$ cat src/rcf_pkg.sv
// Constants for the reset cause flag block: register map, field positions
// and reset values.
// Assumes a 32-bit APB bus with byte addresses; only the low byte of data is used.
package rcf_pkg;
    // Bus geometry
    localparam int RCF_ADDR_W = 8;
    localparam int RCF_DATA_W = 32;
    localparam int RCF_FLAG_W = 8;

    // Register byte addresses
    localparam logic [RCF_ADDR_W-1:0] RCF_OFS_FLAGS = 8'h00;
    localparam logic [RCF_ADDR_W-1:0] RCF_OFS_CORE = 8'h04;

    // Field positions in reset_cause_flags
    localparam int RCF_BIT_STACK_OVER = 7;
    localparam int RCF_BIT_STACK_UNDER = 6;
    localparam int RCF_BIT_UNUSED = 5;
    localparam int RCF_BIT_WATCHDOG = 4;
    localparam int RCF_BIT_PIN = 3;
    localparam int RCF_BIT_SOFTWARE = 2;
    localparam int RCF_BIT_POWERON = 1;
    localparam int RCF_BIT_BROWNOUT = 0;

    // Field positions in the core status register
    localparam int RCF_BIT_TIMEOUT = 1;
    localparam int RCF_BIT_POWERDOWN = 0;

    // Values after power-on; brown-out reads zero, it is unknown in the part
    localparam logic [RCF_FLAG_W-1:0] RCF_FLAGS_POR = 8'h1c;
    // Implemented flag bits; bit 5 is missing
    localparam logic [RCF_FLAG_W-1:0] RCF_FLAGS_MASK = 8'hdf;
    // Timeout and power-down both read one after power-on
    localparam logic [1:0] RCF_CORE_POR = 2'h3;
endpackage : rcf_pkg

$ cat src/rcf_reset_cause_flags.sv
// Reset cause flag register with the timeout and power-down status bits,
// reached as an APB slave.
// Assumes the reset detectors, stack logic and core pulse their events for
// one pclk cycle, and that presetn is the power-on reset itself.
//
// Summary of operation
// - One flag per reset source: stack overflow, stack underflow, watchdog, pin, reset instruction, power-on, brown-out.
// - Stack overflow (bit 7) and underflow (bit 6) are set by hardware on their error; firmware may clear them.
// - The watchdog flag (bit 4) is cleared by hardware on a watchdog timeout reset; one means none since set.
// - The pin flag (bit 3) is driven to zero while the external reset pin resets the device, else it holds unless a brown-out sets it.
// - The software reset flag (bit 2) is cleared by hardware when the reset instruction runs.
// - The power-on flag (bit 1) reads zero after power-on; firmware writes one to arm the next detection.
// - The brown-out flag (bit 0) reads zero after a brown-out; firmware sets it after power-on or brown-out.
// - Every implemented flag is readable and writable by firmware besides the hardware set and clear.
// - Bit 5 is not implemented: writes are ignored and it reads zero.
// - Every reset updates the flags by its cause; pin and reset instruction resets leave timeout and power-down, a watchdog reset clears timeout only.
// - Stack errors request a reset and set their flag only while the stack error reset enable is one.

`timescale 1ns/1ps
`default_nettype none

module rcf_reset_cause_flags (
    input wire logic pclk,
    input wire logic presetn,
    input wire logic psel,
    input wire logic penable,
    input wire logic pwrite,
    input wire logic [rcf_pkg::RCF_ADDR_W-1:0] paddr,
    input wire logic [rcf_pkg::RCF_DATA_W-1:0] pwdata,
    input wire logic [3:0] pstrb,
    output logic [rcf_pkg::RCF_DATA_W-1:0] prdata,
    output logic pready,
    output logic pslverr,
    input wire logic bor_event,
    input wire logic wdt_reset_event,
    input wire logic wdt_wake_event,
    input wire logic wdt_clear_event,
    input wire logic sleep_event,
    input wire logic reset_instr_event,
    input wire logic stack_over_event,
    input wire logic stack_under_event,
    input wire logic stack_error_reset_enable,
    input wire logic external_reset_pin_n,
    output logic [rcf_pkg::RCF_FLAG_W-1:0] reset_cause_flags,
    output logic timeout_flag,
    output logic powerdown_flag,
    output logic stack_reset_req
);
    logic [rcf_pkg::RCF_FLAG_W-1:0] flags_q;
    logic [rcf_pkg::RCF_FLAG_W-1:0] flags_d;
    logic [1:0] core_q;
    logic [1:0] core_d;
    logic [rcf_pkg::RCF_DATA_W-1:0] rdata_q;
    logic err_q;
    logic stack_req_q;
    logic pin_meta_q;
    logic pin_sync_q;

    // Bus decode
    wire logic setup = psel && !penable;
    wire logic access = psel && penable;
    wire logic hit_flags = (paddr == rcf_pkg::RCF_OFS_FLAGS);
    wire logic hit_core = (paddr == rcf_pkg::RCF_OFS_CORE);
    wire logic bad_addr = !(hit_flags || hit_core);
    // Core status is read-only, a write to it is answered with an error
    wire logic bad_cycle = bad_addr || (pwrite && hit_core);
    wire logic wr_flags = access && pwrite && hit_flags && pstrb[0];
    wire logic [rcf_pkg::RCF_FLAG_W-1:0] wbyte = pwdata[rcf_pkg::RCF_FLAG_W-1:0];

    // Event qualification
    wire logic over_set = stack_over_event && stack_error_reset_enable;
    wire logic under_set = stack_under_event && stack_error_reset_enable;
    wire logic pin_reset = !pin_sync_q;

    // Stack flags: hardware set beats a firmware clear in the same cycle
    assign flags_d[rcf_pkg::RCF_BIT_STACK_OVER] = over_set ? 1'b1 :
        wr_flags ? wbyte[rcf_pkg::RCF_BIT_STACK_OVER] :
        bor_event ? 1'b0 : flags_q[rcf_pkg::RCF_BIT_STACK_OVER];
    assign flags_d[rcf_pkg::RCF_BIT_STACK_UNDER] = under_set ? 1'b1 :
        wr_flags ? wbyte[rcf_pkg::RCF_BIT_STACK_UNDER] :
        bor_event ? 1'b0 : flags_q[rcf_pkg::RCF_BIT_STACK_UNDER];
    assign flags_d[rcf_pkg::RCF_BIT_UNUSED] = 1'b0;

    // Active-low cause flags: the hardware clear beats a firmware write of one
    assign flags_d[rcf_pkg::RCF_BIT_WATCHDOG] = wdt_reset_event ? 1'b0 :
        wr_flags ? wbyte[rcf_pkg::RCF_BIT_WATCHDOG] :
        bor_event ? 1'b1 : flags_q[rcf_pkg::RCF_BIT_WATCHDOG];
    assign flags_d[rcf_pkg::RCF_BIT_PIN] = pin_reset ? 1'b0 :
        wr_flags ? wbyte[rcf_pkg::RCF_BIT_PIN] :
        bor_event ? 1'b1 : flags_q[rcf_pkg::RCF_BIT_PIN];
    assign flags_d[rcf_pkg::RCF_BIT_SOFTWARE] = reset_instr_event ? 1'b0 :
        wr_flags ? wbyte[rcf_pkg::RCF_BIT_SOFTWARE] :
        bor_event ? 1'b1 : flags_q[rcf_pkg::RCF_BIT_SOFTWARE];
    // Power-on flag is only zeroed by presetn or a firmware write; a brown-out leaves it alone
    assign flags_d[rcf_pkg::RCF_BIT_POWERON] = wr_flags ? wbyte[rcf_pkg::RCF_BIT_POWERON] :
        flags_q[rcf_pkg::RCF_BIT_POWERON];
    assign flags_d[rcf_pkg::RCF_BIT_BROWNOUT] = bor_event ? 1'b0 :
        wr_flags ? wbyte[rcf_pkg::RCF_BIT_BROWNOUT] : flags_q[rcf_pkg::RCF_BIT_BROWNOUT];

    // Timeout: watchdog events clear it, sleep and watchdog clear set it
    assign core_d[rcf_pkg::RCF_BIT_TIMEOUT] = (wdt_reset_event || wdt_wake_event) ? 1'b0 :
        (bor_event || sleep_event || wdt_clear_event) ? 1'b1 : core_q[rcf_pkg::RCF_BIT_TIMEOUT];
    // Power-down: sleep and a wake from sleep clear it
    assign core_d[rcf_pkg::RCF_BIT_POWERDOWN] = (sleep_event || wdt_wake_event) ? 1'b0 :
        (bor_event || wdt_clear_event) ? 1'b1 : core_q[rcf_pkg::RCF_BIT_POWERDOWN];

    // Read mux, captured in setup so the access phase needs no wait state
    wire logic [rcf_pkg::RCF_DATA_W-1:0] rd_mux = hit_flags ?
        {{(rcf_pkg::RCF_DATA_W-rcf_pkg::RCF_FLAG_W){1'b0}}, flags_q & rcf_pkg::RCF_FLAGS_MASK} :
        hit_core ? {{(rcf_pkg::RCF_DATA_W-2){1'b0}}, core_q} : '0;

    // Pin synchroniser, released level is high
    always_ff @(posedge pclk or negedge presetn) begin
        if (!presetn) begin
            pin_meta_q <= 1'b1;
            pin_sync_q <= 1'b1;
        end else begin
            pin_meta_q <= external_reset_pin_n;
            pin_sync_q <= pin_meta_q;
        end
    end

    // Flag and status storage; presetn stands for the power-on reset
    always_ff @(posedge pclk or negedge presetn) begin
        if (!presetn) begin
            flags_q <= rcf_pkg::RCF_FLAGS_POR;
            core_q <= rcf_pkg::RCF_CORE_POR;
        end else begin
            flags_q <= flags_d;
            core_q <= core_d;
        end
    end

    // Bus answer registers and the stack reset request pulse
    always_ff @(posedge pclk or negedge presetn) begin
        if (!presetn) begin
            rdata_q <= '0;
            err_q <= 1'b0;
            stack_req_q <= 1'b0;
        end else begin
            if (setup) begin
                rdata_q <= pwrite ? '0 : rd_mux;
                err_q <= bad_cycle;
            end
            stack_req_q <= over_set || under_set;
        end
    end

    // Outputs; pready is constant high, every access is zero wait
    assign pready = 1'b1;
    assign prdata = rdata_q;
    assign pslverr = access && err_q;
    assign reset_cause_flags = flags_q;
    assign timeout_flag = core_q[rcf_pkg::RCF_BIT_TIMEOUT];
    assign powerdown_flag = core_q[rcf_pkg::RCF_BIT_POWERDOWN];
    assign stack_reset_req = stack_req_q;

    // Checks on the flag behaviour
    chk_over_set: assert property (@(posedge pclk) disable iff (!presetn)
        over_set |=> reset_cause_flags[rcf_pkg::RCF_BIT_STACK_OVER])
        else $error("stack overflow flag not set");

    chk_over_cause: assert property (@(posedge pclk) disable iff (!presetn)
        $rose(reset_cause_flags[rcf_pkg::RCF_BIT_STACK_OVER]) |->
        ($past(over_set) || ($past(wr_flags) && $past(pwdata[rcf_pkg::RCF_BIT_STACK_OVER]))))
        else $error("stack overflow flag rose without cause");

    chk_under_set: assert property (@(posedge pclk) disable iff (!presetn)
        under_set ##1 !under_set |-> reset_cause_flags[rcf_pkg::RCF_BIT_STACK_UNDER])
        else $error("stack underflow flag not set");

    chk_wdt_clear: assert property (@(posedge pclk) disable iff (!presetn)
        wdt_reset_event |=> !reset_cause_flags[rcf_pkg::RCF_BIT_WATCHDOG] && !timeout_flag)
        else $error("watchdog reset did not clear its flag and timeout");

    chk_pin_clear: assert property (@(posedge pclk) disable iff (!presetn)
        !external_reset_pin_n [*3] |=> !reset_cause_flags[rcf_pkg::RCF_BIT_PIN])
        else $error("pin reset flag not zero while pin held low");

    chk_sw_clear: assert property (@(posedge pclk) disable iff (!presetn)
        reset_instr_event |=> !reset_cause_flags[rcf_pkg::RCF_BIT_SOFTWARE])
        else $error("reset instruction did not clear its flag");

    // A firmware write on the same edge outranks the brown-out clear of the stack bits
    chk_bor_update: assert property (@(posedge pclk) disable iff (!presetn)
        bor_event && !over_set && !under_set |=>
        (reset_cause_flags[rcf_pkg::RCF_BIT_BROWNOUT] == 1'b0) &&
        (reset_cause_flags[rcf_pkg::RCF_BIT_STACK_OVER:rcf_pkg::RCF_BIT_STACK_UNDER] ==
        $past(wr_flags ? pwdata[rcf_pkg::RCF_BIT_STACK_OVER:rcf_pkg::RCF_BIT_STACK_UNDER] : 2'b00)))
        else $error("brown-out update wrong");

    chk_fw_write: assert property (@(posedge pclk) disable iff (!presetn)
        wr_flags && !bor_event |=>
        reset_cause_flags[rcf_pkg::RCF_BIT_POWERON] == $past(pwdata[rcf_pkg::RCF_BIT_POWERON]))
        else $error("firmware write to power-on flag lost");

    chk_bit5_zero: assert property (@(posedge pclk) disable iff (!presetn)
        access && !pwrite && hit_flags |-> prdata[rcf_pkg::RCF_BIT_UNUSED] == 1'b0)
        else $error("unimplemented bit read as one");

    chk_flags_hold: assert property (@(posedge pclk) disable iff (!presetn)
        !wr_flags && !bor_event && !over_set && !under_set && !wdt_reset_event &&
        !reset_instr_event && pin_sync_q |=> $stable(reset_cause_flags))
        else $error("flags changed without own event or write");

    chk_stack_req: assert property (@(posedge pclk) disable iff (!presetn)
        stack_reset_req == $past(over_set || under_set))
        else $error("stack reset request does not follow enabled stack error");

    chk_sleep_pd: assert property (@(posedge pclk) disable iff (!presetn)
        sleep_event && !wdt_reset_event && !wdt_wake_event |=> !powerdown_flag && timeout_flag)
        else $error("sleep did not update power-down and timeout");
endmodule : rcf_reset_cause_flags

`default_nettype wire

$ cat config.mk
export PLATFORM = sky130hd
export DESIGN_NAME = rcf_reset_cause_flags
export DESIGN_NICKNAME = d
export VERILOG_FILES = /design/src/rcf_pkg.sv /design/src/rcf_reset_cause_flags.sv
export SDC_FILE = /design/constraint.sdc
export NUM_CORES = 1
export LEC_CHECK = 0
export BUFFER_PORTS_ARGS = -buffer_cell sky130_fd_sc_hd__buf_2
export CAP_MARGIN = 25
export CELL_PAD_IN_SITES_DETAIL_PLACEMENT = 0
export CELL_PAD_IN_SITES_GLOBAL_PLACEMENT = 2
export CORE_MARGIN = 4
export CORE_UTILIZATION = 20
export CTS_CLUSTER_DIAMETER = 100
export DETAILED_ROUTE_END_ITERATION = 7
export HOLD_SLACK_MARGIN = 0.02
export PLACE_DENSITY_LB_ADDON = 0.1
export SYNTH_ARGS = -nofsm -noshare
export SYNTH_HDL_FRONTEND = slang
export SYNTH_SLANG_ARGS = --single-unit
export TNS_END_PERCENT = 30
$ cat constraint.sdc
create_clock -name pclk -period 2.1 [get_ports pclk]
set_input_delay 0.21 -clock pclk [delete_from_list [all_inputs] [get_ports pclk]]
set_output_delay 0.21 -clock pclk [all_outputs]
set_load 0.01 [all_outputs]
==> results.json <==
{
  "antenna_left": 0,
  "pre_cts_ws_ns": 0.2969,
  "setup_viol": 0,
  "io_buffers": 48,
  "yosys_warnings": 0,
  "cts-root-buf": "clkbuf_8",
  "grt_pass1_wl_mm": 4.119,
  "die_h_um": 81.95,
  "finalHoldViolCount": 0,
  "fmax_mhz": 662.9,
  "placeableCoreArea_mm2": 0.005205,
  "cp-start-kind": "input port",
  "reg2reg_to": "prdata[1]$_DFFE_PN0P_",
  "ys_top_cells_by_count": "buf_4, dfrtp_1, mux2i_1",
  "rsz0062_at_grt": "no",
  "ys.flop_type": "dfrtp_1",
  "final_cells": 222,
  "vias": 826,
  "status": "completed",
  "rr_startpoint": "core_q[1]$_DFFE_PN1P_",
  "regToRegSetupSlack_ns": 1.24,
  "place.gp.congestion": 0.6625,
  "crit_path_end_kind": "flip-flop",
  "worstPathRequired_ns": 2.28,
  "dr.pass1.iters": 4,
  "nets": 212,
  "holdCritPathClass": "input port to flip-flop",
  "finalWorstSetupSlack_ns": 0.5914,
  "grt_pass1_vias": 811,
  "avgSynthCellArea_um2": 10.83,
  "wl_per_cell_um": 12.45,
  "ys_seq_elements": 20,
  "cts_max_level": 1,
  "cts_tree": "yes",
  "io_pins": 104,
  "finalPower_mw": 0.7904,
  "post-synth-top-count-cell": "buf_4",
  "clock_path_buffers": 2,
  "slew_viol_final": 0,
  "die_area_mm2": 0.006715,
  "drt-vias-per-instance": 3.721,
  "placementRows": 26,
  "initial_utilization_pct": 21.01,
  "worstPathArrival_ns": 1.69,
  "synth_top_area_share_pct": 29.75,
  "synth_cells": 101,
  "clock_latency_ns": 0.25,
  "synthToLayoutAreaGrowth_pct": 26.09,
  "p_leak_nw": 0.6964,
  "drt_wl_total_mm": 2.763,
  "setup-tns-final_ns": 0,
  "grtUsageTotal_pct": 8.240,
  "synth_area_leaders": "dfrtp_1, buf_4, dfstp_2",
  "synth_top_area_cell": "dfrtp_1",
  "cts_inserted_buffers": 3,
  "synth-async-reset-ratio_pct": 100.0,
  "cap_violations": 0,
  "antenna_found_initial": 0,
  "synth_edf_count": 0,
  "worstSetupPathType": "input port to flip-flop",
  "dp_cells": 217,
  "post-dp-hpwl_mm": 2.277,
  "netlist_area_mm2": 0.001094,
  "drc": 0,
  "startpoint": "paddr[7]",
  "timing.hold.ws_ns": 0.05200,
  "min_period_ns": 1.509,
  "synth_cell_types": 25,
  "drive_gt1_share_pct": 43.42,
  "power.density_mw_per_mm2": 573.3,
  "cp-endpoint": "reset_cause_flags[0]$_DFFE_PN0P_",
  "vdd_drop_max_v": 0.0001825,
  "min_period_over_period_pct": 71.84,
  "grt_max_degree": 21,
  "skew_ns": 0.002670,
  "diodes": 0,
  "cts.sinks": 20,
  "crit_fanout": 4,
  "die_w_um": 81.95,
  "drtIter0Drc": 12,
  "path_clk_slew_ns": 0.07,
  "overflow": 0,
  "post_cts_buffers": 0,
  "ys_seq_area_share_pct": 46.57,
  "reg2regPathDepth": 2
}
## cell families (layout without fill, tap and decap cells)
logic type	after synthesis	after routing	share of synthesized area (%)
other	2	27	0.6868
AOI/OAI and AO/OA	17	17	10.41
DFF	20	20	46.57
buffers and inverters	30	56	19.56
muxes	9	9	8.696
and+or+nand+nor	23	23	14.07
## sequential cells by signal, summed over array words and instances, names as in the netlist
signal	flops
stack_reset_req	1
pin_meta_q	1
pin_sync_q	1
err_q	1
prdata	7
core_q	2
reset_cause_flags	7
## metrics by stage
step / instance area (um2) / utilization [%]
2_1_floorplan: 1187 / -
4_1_cts: 1379 / 26.49
5_1_grt: 1379 / 26.49
6_report: 1379 / 26.49
3_3_place_gp: 1324 / 25.43
3_5_place_dp: 1324 / 25.43
## area by class of cell
type / instances / area [um2]
clock buffers: 4 / 45.04
fillers: 591 / 3826
multi-input cells: 76 / 464.2
flip-flops and latches: 20 / 509.2
well taps: 70 / 87.58
repair buffers: 52 / 272.8
## critical path, cell delays in order
cell and delay (ns):
buf_2 0.10, or4_4 0.56, nor4_4 0.41, buf_4 0.22, mux2i_1 0.18
## how the worst min path moves through the flow
stage | from | endpoint | slack, ns | cells after the start
after floorplan | presetn | err_q$_DFFE_PN0P_ | -0.09 | 0
after global placement | presetn | prdata[3]$_DFFE_PN0P_ | 0.20 | 1
after detailed placement | presetn | prdata[3]$_DFFE_PN0P_ | 0.20 | 1
after CTS | external_reset_pin_n | pin_meta_q$_DFF_PN1_ | 0.04 | 1
after global routing | external_reset_pin_n | pin_meta_q$_DFF_PN1_ | 0.04 | 1
final | external_reset_pin_n | pin_meta_q$_DFF_PN1_ | 0.05 | 1
## layer usage
metal / part of all wire (%) / up-vias / global-route usage, %
met5: 0 / - / 0
met4: 1.2 / 0 / 3.488
met3: 8.3 / 2 / 1.974
met2: 50 / 45 / 13.41
met1: 40 / 382 / 10.35
li1: - / 397 / -
## cells in the final DEF (no fill, tap or decap), types with 2 or more instances in the layout
| master | netlist | layout |
|---|---|---|
| a22o_1 | 5 | 5 |
| conb_1 | 2 | 27 |
| nor4_1 | 2 | 2 |
| nor3_1 | 3 | 3 |
| mux2i_1 | 8 | 8 |
| o21ai_0 | 4 | 4 |
| buf_4 | 27 | 3 |
| nand2_1 | 4 | 4 |
| dfrtp_1 | 13 | 13 |
| dfstp_2 | 7 | 7 |
| o21bai_1 | 2 | 2 |
| a21oi_1 | 4 | 4 |
| nor2b_1 | 2 | 2 |
| nand2b_1 | 5 | 5 |
| clkbuf_8 | 0 | 3 |
| buf_2 | 0 | 48 |
## timing repair
item | CTS | global route
resized for setup | 0 | 0
hold endpoints to repair | 13 | 0
hold buffers | 1 | 0
## where the power goes
part           internal [mW]  switching (mW)  leakage (nW)
logic                 0.0459          0.0729         0.427
clock network          0.135           0.121        0.0228
registers              0.407         0.00966         0.247
total                  0.587           0.203         0.696
(Power assumes the default switching activity.)
